[src/logic/vmps_defs.vh]
`ifndef VMPS_DEFS_VH
`define VMPS_DEFS_VH

// ==========================================================
// register indices (byte address is four times the index)
`define VMPS_IDX_CRTC_INDEX 10'h3d4
`define VMPS_IDX_CRTC_DATA 10'h3d5
`define VMPS_IDX_MODE 10'h3d8
`define VMPS_IDX_COLOUR 10'h3d9
`define VMPS_IDX_STATUS 10'h3e0
`define VMPS_IDX_EXTRA 10'h3e1

// ==========================================================
// apb address split
`define VMPS_ADDR_W 12
`define VMPS_IDX_HI 11
`define VMPS_IDX_LO 2
`define VMPS_BYTE_OFS 2'h0

// ==========================================================
// video mode control fields
`define VMPS_MODE_BLINK 5
`define VMPS_MODE_HIRES 4
`define VMPS_MODE_VIDEN 3
`define VMPS_MODE_MONO 2
`define VMPS_MODE_GRAPH 1
`define VMPS_MODE_FASTCK 0

// ==========================================================
// colour select fields
`define VMPS_COL_PALSET 5
`define VMPS_COL_BGI 4
`define VMPS_COL_BORDER_HI 3
`define VMPS_COL_BORDER_LO 0

// ==========================================================
// extra mode fields
`define VMPS_EXTRA_C16 0
`define VMPS_EXTRA_C4HR 1
`define VMPS_EXTRA_MASK 8'h03

// ==========================================================
// status fields
`define VMPS_STAT_MODE_HI 5
`define VMPS_STAT_MODE_LO 0
`define VMPS_STAT_CIDX_HI 15
`define VMPS_STAT_CIDX_LO 8

// ==========================================================
// display controller register count
`define VMPS_CRTC_REGS 8'h12

// ==========================================================
// reset values
`define VMPS_RST_MODE 8'h00
`define VMPS_RST_COLOUR 8'h00
`define VMPS_RST_EXTRA 8'h00
`define VMPS_RST_CIDX 8'h00

// ==========================================================
// one-hot display modes
`define VMPS_M_OFF 6'h01
`define VMPS_M_TEXT 6'h02
`define VMPS_M_G2 6'h04
`define VMPS_M_G4LO 6'h08
`define VMPS_M_G4HI 6'h10
`define VMPS_M_G16 6'h20

`endif

[src/logic/vmps_pixel_map.v]
`timescale 1ns/1ps
`include "vmps_defs.vh"

// ==========================================================
// pixel bits to palette index and rgbi colour
module vmps_pixel_map (
    input wire [5:0] mode_i,
    input wire [3:0] pix_bits_i,
    input wire [3:0] text_bg_i,
    input wire pix_fg_i,
    input wire blink_attr_i,
    input wire blink_phase_i,
    input wire border_i,
    input wire blink_en_i,
    input wire mono_i,
    input wire [7:0] colour_i,
    output reg [3:0] index_o,
    output reg [3:0] rgbi_o
);

    wire [3:0] border_col = colour_i[`VMPS_COL_BORDER_HI:`VMPS_COL_BORDER_LO];
    wire bg_int = colour_i[`VMPS_COL_BGI];
    wire pal_set = colour_i[`VMPS_COL_PALSET];
    reg [3:0] bg_col;
    reg blank_fg;

    // ==========================================================
    // mode dependent mapping
    always @* begin
        index_o = 4'h0;
        rgbi_o = 4'h0;
        bg_col = text_bg_i;
        blank_fg = 1'b0;
        case (mode_i)
            `VMPS_M_TEXT: begin
                if (blink_en_i) begin
                    bg_col = {bg_int, text_bg_i[2:0]};
                    blank_fg = blink_attr_i & blink_phase_i;
                end else begin
                    bg_col = text_bg_i;
                end
                if (border_i) begin
                    index_o = border_col;
                end else if (pix_fg_i & ~blank_fg) begin
                    index_o = pix_bits_i;
                end else begin
                    index_o = bg_col;
                end
                rgbi_o = index_o;
            end
            `VMPS_M_G2: begin
                index_o = {3'h0, pix_bits_i[0]};
                rgbi_o = pix_bits_i[0] ? border_col : 4'h0;
                if (border_i) begin
                    rgbi_o = 4'h0;
                end
            end
            `VMPS_M_G4LO: begin
                index_o = {2'h0, pix_bits_i[1:0]};
                if (pix_bits_i[1:0] == 2'h0) begin
                    rgbi_o = border_col;
                end else begin
                    // blue from palette set, or alternate set when mono
                    rgbi_o = {bg_int, pix_bits_i[1], pix_bits_i[0],
                        mono_i ? pix_bits_i[0] : pal_set};
                end
                if (border_i) begin
                    rgbi_o = border_col;
                end
            end
            `VMPS_M_G4HI: begin
                index_o = {2'h0, pix_bits_i[1:0]};
                rgbi_o = index_o;
            end
            `VMPS_M_G16: begin
                index_o = pix_bits_i;
                rgbi_o = pix_bits_i;
            end
            default: begin
                index_o = 4'h0;
                rgbi_o = 4'h0;
            end
        endcase
    end

endmodule // vmps_pixel_map

[src/logic/vmps_top.v]
`timescale 1ns/1ps
`include "vmps_defs.vh"

// What this block does
// - two-colour modes use pixel bit 0 as palette index 0 or 1.
// - four-colour modes use pixel bits 1 and 0, high first, index 0 to 3.
// - sixteen-colour modes use four pixel bits IRGB as index 0 to 15.
// - blink enabled blinks characters with attribute bit 7, limits backgrounds.
// - blink disabled means attribute bit 7 gives all 16 backgrounds.
// - hires graphics bit selects 640 by 200 two or four colour graphics.
// - display output only while video enable bit is one.
// - mono bit picks mono output, or alternate palette in 320 four-colour.
// - graphics select bit picks text at zero, graphics at one.
// - dot clock bit picks slow clock at zero, fast clock at one.
// - palette set bit drives blue of fixed 320 four-colour set.
// - text with blink takes background intensity from colour select.
// - 320 four-colour foreground intensity comes from background intensity bit.
// - text mode border uses colour select border IRGB bits.
// - 320 four-colour pixels 00 take colour select border IRGB as background.
// - 640 two-colour foreground pixels use colour select border IRGB.
module vmps_top (
    input wire CLK_I,
    input wire ARST_N_I,
    input wire PSEL_I,
    input wire PENABLE_I,
    input wire PWRITE_I,
    input wire [11:0] PADDR_I,
    input wire [31:0] PWDATA_I,
    output wire [31:0] PRDATA_O,
    output wire PREADY_O,
    output wire PSLVERR_O,
    input wire PIX_VALID_I,
    input wire [3:0] PIX_BITS_I,
    input wire [3:0] TEXT_BG_I,
    input wire PIX_FG_I,
    input wire BLINK_ATTR_I,
    input wire BLINK_PHASE_I,
    input wire BORDER_I,
    output wire PIX_VALID_O,
    output wire [3:0] PAL_INDEX_O,
    output wire [3:0] RGBI_O,
    output wire VIDEO_ON_O,
    output wire MONO_O,
    output wire GRAPHICS_O,
    output wire HIRES_O,
    output wire FAST_DOT_CLK_O,
    output wire BLINK_EN_O,
    output wire CRTC_WE_O,
    output wire [7:0] CRTC_ADDR_O,
    output wire [7:0] CRTC_DATA_O
);

    // ==========================================================
    // helper functions
    function idx_hit;
        input [11:0] addr;
        input [9:0] idx;
        begin
            idx_hit = (addr[`VMPS_IDX_HI:`VMPS_IDX_LO] == idx) &&
                (addr[1:0] == `VMPS_BYTE_OFS);
        end
    endfunction

    function [31:0] byte_word;
        input [7:0] value;
        begin
            byte_word = {24'h000000, value};
        end
    endfunction

    // ==========================================================
    // display mode states
    localparam [5:0] ST_OFF = `VMPS_M_OFF;
    localparam [5:0] ST_TEXT = `VMPS_M_TEXT;
    localparam [5:0] ST_G2 = `VMPS_M_G2;
    localparam [5:0] ST_G4LO = `VMPS_M_G4LO;
    localparam [5:0] ST_G4HI = `VMPS_M_G4HI;
    localparam [5:0] ST_G16 = `VMPS_M_G16;

    // ==========================================================
    // declarations
    reg [7:0] mode_reg;
    reg [7:0] colour_reg;
    reg [7:0] extra_reg;
    reg [7:0] cidx_reg;
    reg [5:0] state_reg;
    reg [5:0] state_next;
    reg [31:0] prdata_reg;
    reg [31:0] prdata_next;
    reg pready_reg;
    reg pslverr_reg;
    reg pslverr_next;
    reg crtc_we_reg;
    reg [7:0] crtc_addr_reg;
    reg [7:0] crtc_data_reg;
    reg pix_valid_reg;
    reg [3:0] pal_index_reg;
    reg [3:0] rgbi_reg;
    reg video_on_reg;
    reg mono_reg;
    reg graphics_reg;
    reg hires_reg;
    reg fast_clk_reg;
    reg blink_en_reg;
    wire setup_phase;
    wire access_edge;
    wire wr_edge;
    wire mapped;
    wire [3:0] map_index;
    wire [3:0] map_rgbi;
    wire [15:0] status_word;
    wire hit_cidx;
    wire hit_cdata;
    wire hit_mode;
    wire hit_colour;
    wire hit_status;
    wire hit_extra;

    // ==========================================================
    // apb phase decode
    assign setup_phase = PSEL_I & ~PENABLE_I;
    assign access_edge = PSEL_I & PENABLE_I & pready_reg;
    assign wr_edge = access_edge & PWRITE_I;

    // register select decode, one strobe per mapped word
    assign hit_cidx = idx_hit(PADDR_I, `VMPS_IDX_CRTC_INDEX);
    assign hit_cdata = idx_hit(PADDR_I, `VMPS_IDX_CRTC_DATA);
    assign hit_mode = idx_hit(PADDR_I, `VMPS_IDX_MODE);
    assign hit_colour = idx_hit(PADDR_I, `VMPS_IDX_COLOUR);
    assign hit_status = idx_hit(PADDR_I, `VMPS_IDX_STATUS);
    assign hit_extra = idx_hit(PADDR_I, `VMPS_IDX_EXTRA);

    // address map check, anything else is refused with an error
    assign mapped = hit_cidx |
        hit_cdata |
        hit_mode |
        hit_colour |
        hit_status |
        hit_extra;

    // status readback of live mode and controller index
    assign status_word = {cidx_reg, 2'h0, state_reg};

    // ==========================================================
    // read data and error, sampled in the setup cycle
    always @* begin
        prdata_next = 32'h00000000;
        pslverr_next = ~mapped;
        if (PWRITE_I) begin
            // status is read only
            if (hit_status) begin
                pslverr_next = 1'b1;
            end
        end else if (hit_status) begin
            prdata_next = {16'h0000, status_word};
        end else if (hit_extra) begin
            prdata_next = byte_word(extra_reg);
        end
    end

    // ==========================================================
    // apb answer, one wait state free access phase
    always @(posedge CLK_I or negedge ARST_N_I) begin
        if (!ARST_N_I) begin
            pready_reg <= 1'b0;
            pslverr_reg <= 1'b0;
            prdata_reg <= 32'h00000000;
        end else begin
            pready_reg <= setup_phase;
            if (setup_phase) begin
                pslverr_reg <= pslverr_next;
                prdata_reg <= prdata_next;
            end else if (access_edge) begin
                // clear after the access so no stale word is left on the bus
                pslverr_reg <= 1'b0;
                prdata_reg <= 32'h00000000;
            end
        end
    end

    // ==========================================================
    // mode, colour and extra register writes
    always @(posedge CLK_I or negedge ARST_N_I) begin
        if (!ARST_N_I) begin
            mode_reg <= `VMPS_RST_MODE;
            colour_reg <= `VMPS_RST_COLOUR;
            extra_reg <= `VMPS_RST_EXTRA;
        end else if (wr_edge) begin
            if (hit_mode) begin
                mode_reg <= PWDATA_I[7:0];
            end
            if (hit_colour) begin
                colour_reg <= PWDATA_I[7:0];
            end
            if (hit_extra) begin
                // unused extra bits are dropped so they read back as zero
                extra_reg <= PWDATA_I[7:0] & `VMPS_EXTRA_MASK;
            end
        end
    end

    // ==========================================================
    // display controller index and data ports
    always @(posedge CLK_I or negedge ARST_N_I) begin
        if (!ARST_N_I) begin
            cidx_reg <= `VMPS_RST_CIDX;
            crtc_we_reg <= 1'b0;
            crtc_addr_reg <= 8'h00;
            crtc_data_reg <= 8'h00;
        end else begin
            crtc_we_reg <= 1'b0;
            if (wr_edge && hit_cidx) begin
                cidx_reg <= PWDATA_I[7:0];
            end
            // data lands in the register picked by the last index write
            // an index of 18 or more leaves the controller untouched
            if (wr_edge && hit_cdata &&
                (cidx_reg < `VMPS_CRTC_REGS)) begin
                crtc_we_reg <= 1'b1;
                crtc_addr_reg <= cidx_reg;
                crtc_data_reg <= PWDATA_I[7:0];
            end
        end
    end

    // ==========================================================
    // display mode selection
    always @* begin
        state_next = ST_OFF;
        if (!mode_reg[`VMPS_MODE_VIDEN]) begin
            state_next = ST_OFF;
        end else if (!mode_reg[`VMPS_MODE_GRAPH]) begin
            state_next = ST_TEXT;
        end else if (extra_reg[`VMPS_EXTRA_C16]) begin
            state_next = ST_G16;
        end else if (mode_reg[`VMPS_MODE_HIRES]) begin
            // 640 wide is two colour unless the four colour option is set
            if (extra_reg[`VMPS_EXTRA_C4HR]) begin
                state_next = ST_G4HI;
            end else begin
                state_next = ST_G2;
            end
        end else begin
            state_next = ST_G4LO;
        end
    end

    // mode state register
    // any stray code falls back to off, so the display stays dark
    always @(posedge CLK_I or negedge ARST_N_I) begin
        if (!ARST_N_I) begin
            state_reg <= ST_OFF;
        end else begin
            case (state_next)
                ST_OFF: state_reg <= ST_OFF;
                ST_TEXT: state_reg <= ST_TEXT;
                ST_G2: state_reg <= ST_G2;
                ST_G4LO: state_reg <= ST_G4LO;
                ST_G4HI: state_reg <= ST_G4HI;
                ST_G16: state_reg <= ST_G16;
                default: state_reg <= ST_OFF;
            endcase
        end
    end

    // ==========================================================
    // pixel mapping
    vmps_pixel_map u_map (
        .mode_i(state_reg),
        .pix_bits_i(PIX_BITS_I),
        .text_bg_i(TEXT_BG_I),
        .pix_fg_i(PIX_FG_I),
        .blink_attr_i(BLINK_ATTR_I),
        .blink_phase_i(BLINK_PHASE_I),
        .border_i(BORDER_I),
        .blink_en_i(mode_reg[`VMPS_MODE_BLINK]),
        .mono_i(mode_reg[`VMPS_MODE_MONO]),
        .colour_i(colour_reg),
        .index_o(map_index),
        .rgbi_o(map_rgbi)
    );

    // ==========================================================
    // registered pixel output, blanked while video is off
    always @(posedge CLK_I or negedge ARST_N_I) begin
        if (!ARST_N_I) begin
            pix_valid_reg <= 1'b0;
            pal_index_reg <= 4'h0;
            rgbi_reg <= 4'h0;
        end else begin
            pix_valid_reg <= PIX_VALID_I;
            if (PIX_VALID_I && (state_reg != ST_OFF)) begin
                pal_index_reg <= map_index;
                rgbi_reg <= map_rgbi;
            end else begin
                pal_index_reg <= 4'h0;
                rgbi_reg <= 4'h0;
            end
        end
    end

    // ==========================================================
    // mode flags towards the timing and monitor logic
    always @(posedge CLK_I or negedge ARST_N_I) begin
        if (!ARST_N_I) begin
            video_on_reg <= 1'b0;
            mono_reg <= 1'b0;
            graphics_reg <= 1'b0;
            hires_reg <= 1'b0;
            fast_clk_reg <= 1'b0;
            blink_en_reg <= 1'b0;
        end else begin
            video_on_reg <= mode_reg[`VMPS_MODE_VIDEN];
            mono_reg <= mode_reg[`VMPS_MODE_MONO];
            graphics_reg <= mode_reg[`VMPS_MODE_GRAPH];
            hires_reg <= mode_reg[`VMPS_MODE_HIRES];
            fast_clk_reg <= mode_reg[`VMPS_MODE_FASTCK];
            // blinking only applies to text
            blink_en_reg <= mode_reg[`VMPS_MODE_BLINK] &
                ~mode_reg[`VMPS_MODE_GRAPH];
        end
    end

    // ==========================================================
    // output wiring
    assign PRDATA_O = prdata_reg;
    assign PREADY_O = pready_reg;
    assign PSLVERR_O = pslverr_reg;
    assign PIX_VALID_O = pix_valid_reg;
    assign PAL_INDEX_O = pal_index_reg;
    assign RGBI_O = rgbi_reg;
    assign VIDEO_ON_O = video_on_reg;
    assign MONO_O = mono_reg;
    assign GRAPHICS_O = graphics_reg;
    assign HIRES_O = hires_reg;
    assign FAST_DOT_CLK_O = fast_clk_reg;
    assign BLINK_EN_O = blink_en_reg;
    assign CRTC_WE_O = crtc_we_reg;
    assign CRTC_ADDR_O = crtc_addr_reg;
    assign CRTC_DATA_O = crtc_data_reg;

endmodule // vmps_top

[config.mk]
export PLATFORM = sky130hd
export DESIGN_NAME = vmps_top
export DESIGN_NICKNAME = d
export VERILOG_FILES = /design/src/logic/vmps_pixel_map.v /design/src/logic/vmps_top.v
export VERILOG_INCLUDE_DIRS = /design/src /design/src/logic
export SDC_FILE = /design/constraint.sdc
export NUM_CORES = 1
export LEC_CHECK = 0
export BUFFER_PORTS_ARGS = -buffer_cell sky130_fd_sc_hd__buf_2
export CAP_MARGIN = 0
export CORE_UTILIZATION = 44
export DETAILED_ROUTE_END_ITERATION = 6
export PLACE_DENSITY = 0.76
export SLEW_MARGIN = 20
export SYNTH_ARGS = -nofsm -noshare
export SYNTH_HDL_FRONTEND = slang
export SYNTH_SLANG_ARGS = --single-unit
[constraint.sdc]
create_clock -name CLK_I -period 1.7 [get_ports CLK_I]
set_input_delay 0.085 -clock CLK_I [delete_from_list [all_inputs] [get_ports CLK_I]]
set_output_delay 0.085 -clock CLK_I [all_outputs]
set_load 0.02 [all_outputs]
==> impl.org <==
** Status
- The flow ran to the end, and the final reports show no timing, DRC or antenna violations.

** Clock network
- CTS built an H-tree with a depth of 3.
- Root Driver :: sky130_fd_sc_hd__clkbuf_8
- Total CTS buffers :: 9
- Counting every sink on the clock net gives 76.
- The clock passes through at most 2 buffers.
- TritonCTS built the clock tree.
- Clock Pin Slew Worst Setup and Hold Paths :: 0.07 ns
- Worst-skew pair later-pin latency :: roughly 0.34 ns

** Worst setup path
- Measured in cells, the most critical reg-to-reg path has a length of 4.
- Kind of critical path :: flop to flop
- Reg-to-reg slack, setup :: just under 0.009 ns
- STA classifies the critical path endpoint as a flop.
- Arrival time at the worst endpoint :: 1.92 ns
- CP Launch Type :: flop
- Required time reported for the critical path endpoint :: between 1.5 and 2 ns
- Of all nets on the critical path, the largest fanout is 14.

** Timing
- Based on the critical path, the design can be clocked at up to 591 MHz.
- Part of the cycle the worst path needs :: 99.5%
- The smallest clock period supported by the final layout is computed as 1.69 ns.
- Final count of negative-setup-slack endpoints :: 0
- Final hold analysis gives a worst-case slack of 0.0273 ns.
- Tightest slew margin relative to the limit :: 65.9%
- Number of hold violations in the final report :: 0
- Setup total negative slack on the finished layout was measured at 0 ns.
- Across the routed clock network, the largest skew measured is 0.00773 ns.
- Setup repair after global routing could not meet its margin everywhere.
- The number of max-slew violations in the final report came to 0.
- For the pin with the worst max-slew slack, the measured transition is 0.507 ns.

** Yosys
- Counting flops with an async set or reset pin after synthesis yields a share of 100%.
- In the synthesized netlist, the number of instances is about 260.
- Synth Register Bits :: 76
- Yosys mapped a number of flops with a built-in enable equal to 0.
- Share of synthesized area occupied by flip-flops and latches :: 57.0%
- The most used flip-flop cell after synthesis is sky130_fd_sc_hd__dfrtp_1.
- Each instance of the synthesized netlist takes up on average 12.6 um^2.
- Syn Std Cell Area :: 3340 um^2
- Number of different library cells in the post-synthesis netlist :: 48
- Yosys printed 0 warnings.

** Placement
- Detailed placement ended at an HPWL of 5.14 mm.
- Area after DPL :: around 4000 um^2
- Placer's final routability congestion estimate :: 0.881
- Number of buffers added on ports :: 85

** Floorplanning
- between 100 and 150 I/O pins were placed.
- The core region is ~7300 um^2.
- Effective utilization at floorplan :: 45.8%
- The initialized floorplan defines 31 standard-cell rows.
- Chip width :: 89.1 um
- Die extent in y :: 89.1 um
- Die ar. :: 7940 um^2

** Flow run
- The tool flagged a number of max-cap violations equal to 0.

** Layout
- Count of antenna diodes in the layout :: 0
- Number of filler instances in the final layout :: about 620
- For this run, the share of the core covered by cells in the final layout is 59.2%.
- Final #Nets :: 448
- After routing the design area is 4320 um^2.
- Layout-stage area growth over the synthesis result :: 29.4%
- In the final layout, the share of cells above drive strength 1 is 46.9%.
- Max reg flops :: 14

** Routing
- Routed wire length :: a little over 7 mm
- In this run, the number of DRC markers left after iteration 0 of detailed routing was 103.
- Once detail routing completed, the nets flagged for antenna violations numbered 0.
- Detail-routed via count per cell :: 5.12
- Routed length per instance :: 14.6 um
- DRC Markers :: 0
- The detailed router placed 2,503 vias in this run.
- DRT Pass-1 Iters :: 4

** GRT
- In the global route stage, overall resource usage came out at 19.2%.
- Number of antenna violations at the first check in global routing :: 0
- The via count of the first global-routing pass came to between 2k and 2.5k.
- Entering global routing, the biggest net connects 40 pins.
- The first global-routing pass estimated 11.2 mm of wire.
- After global routing the overflow that remains totals 0.

** Power
- Post-layout power :: 3.41 mW
- Of the total power, registers draw 53.2%.
- Of the total power, the clock network draws between 40 and 50%.
- Cell leakage power :: about 2.3 nW
- Combinational logic burns 6.3% of the power.
- In this run the power density over the cells is 790 nW/um^2.
- Cell internal power was estimated by the tool at 2.63 mW.
- Summed over all nets, the switching power comes to around 780 uW.
- Of the total power, the share spent switching nets is 22.8%.
- The worst-case IR drop observed on VDD is 574 uV.

** Worst hold path
- Count of cells along the worst hold path :: 3
- Kind of path behind the tightest hold check :: input pin to flop
kinds of logic after synthesis:
group / count (synthesis) / share of synthesized area, %
flip-flops: 76 / 57.0
AND/OR/NAND/NOR: 69 / 13.3
multiplexers: 39 / 13.1
XOR/XNOR: 2 / 0.525
buffers and inverters: 28 / 5.51
other: 1 / 0.112
AO/OA/AOI/OAI: 49 / 10.5
area by class of cell:
class | instances | area, um^2 | area share [%]
tap | 99 | 124 | 2.87
timing repair buffer | 117 | 693 | 16.1
multi-input combinational | 177 | 1380 | 31.9
inverter | 5 | 18.8 | 0.435
clock buffer | 11 | 151 | 3.51
sequential | 76 | 1900 | 44.1
clock inverter | 4 | 48.8 | 1.13
worst max-delay path, cell delays in order, from the launching register on:
cell and delay (ns):
sky130_fd_sc_hd__dfrtp_1 0.38, sky130_fd_sc_hd__o31a_1 0.36, sky130_fd_sc_hd__nor4_4 0.29, sky130_fd_sc_hd__buf_12 0.20
sky130_fd_sc_hd__mux2_2 0.34
what timing repair did:
action,CTS,global route
setup buffers,1,0
endpoints found under the setup margin,7,28
hold buffers,5,0
resized for setup,2,6
pin swaps,0,1
endpoints found under the hold margin,42,0
synth_stat cells, types with 2 or more instances:
library cell	instances	area [um^2]
sky130_fd_sc_hd__a21oi_1	10	50.1
sky130_fd_sc_hd__a22o_1	14	123
sky130_fd_sc_hd__a31o_2	2	17.5
sky130_fd_sc_hd__a31oi_1	2	12.5
sky130_fd_sc_hd__a32o_1	2	20.0
sky130_fd_sc_hd__a32oi_1	2	17.5
sky130_fd_sc_hd__and2_1	2	12.5
sky130_fd_sc_hd__and3_1	3	18.8
sky130_fd_sc_hd__buf_4	19	143
sky130_fd_sc_hd__clkbuf_1	3	11.3
sky130_fd_sc_hd__dfrtp_1	75	1880
sky130_fd_sc_hd__inv_1	5	18.8
sky130_fd_sc_hd__mux2_2	37	417
sky130_fd_sc_hd__mux2i_1	2	20.0
sky130_fd_sc_hd__nand2_1	11	41.3
sky130_fd_sc_hd__nand2b_1	6	37.5
sky130_fd_sc_hd__nand3_1	7	35.0
sky130_fd_sc_hd__nand4b_1	2	17.5
sky130_fd_sc_hd__nor2_1	11	41.3
sky130_fd_sc_hd__nor2b_1	8	50.1
sky130_fd_sc_hd__nor3_1	2	10.0
sky130_fd_sc_hd__nor4_1	3	18.8
sky130_fd_sc_hd__o21ai_0	9	45.0
sky130_fd_sc_hd__or3b_2	2	17.5
sky130_fd_sc_hd__xor2_1	2	17.5
per-layer routing:
metal  vias up  global-route usage, %  wire, um
met3        13                   4.80       386
met4         0                   9.38       137
met5         -                      0         0
met2        92                   30.5      3450
li1       1173                      -         -
met1      1225                   24.6      3150
final timing paths:
path,startpoint,to
setup / recovery,cidx_reg[3],CRTC_DATA_O[2]
setup reg to reg,cidx_reg[3],CRTC_DATA_O[2]
max in group asynchronous,ARST_N_I,CRTC_DATA_O[2]
hold / removal,PIX_BITS_I[2],PAL_INDEX_O[2]
min in group asynchronous,ARST_N_I,PRDATA_O[14]
hold reg to reg,mode_reg[0],FAST_DOT_CLK_O
through the flow:
step	worst slack, ns	std cells
after global placement	-0.0976	468
after global routing	-0.0459	489
after floorplan	-0.0993	281
after detailed placement	-0.148	468
after CTS	-0.00838	489
final	0.00888	489
placed cells by master (no fill, tap or decap), drive strengths merged, types with 2 or more instances in the layout:
cell type and instances:
dfrtp 75, xor2 2, clkbuf 11, nor3 2, a22o 14, a31oi 2, and2 2, mux2i 2
buf 112, a31o 2, and3 3, a32o 2, conb 18, dlygate4sd3 5, mux2 37, o21ai 10
nor4b 2, nand3 7, nor4 5, nand2b 6, a32oi 2, clkinv 3, inv 5, nand4b 2
a21oi 10, or3b 2, nor2b 8, nor2 11, nand2 11
power by group through the flow:
stage	registers, mW	clock network [mW]	logic [mW]
floorplan	1.86	0	0.104
global placement	1.85	0	0.202
detailed placement	1.85	0	0.205
CTS	1.82	1.41	0.214
global route	1.82	1.50	0.239
finish	1.82	1.38	0.215
No activity file was read; power rests on OpenSTA's default activity.
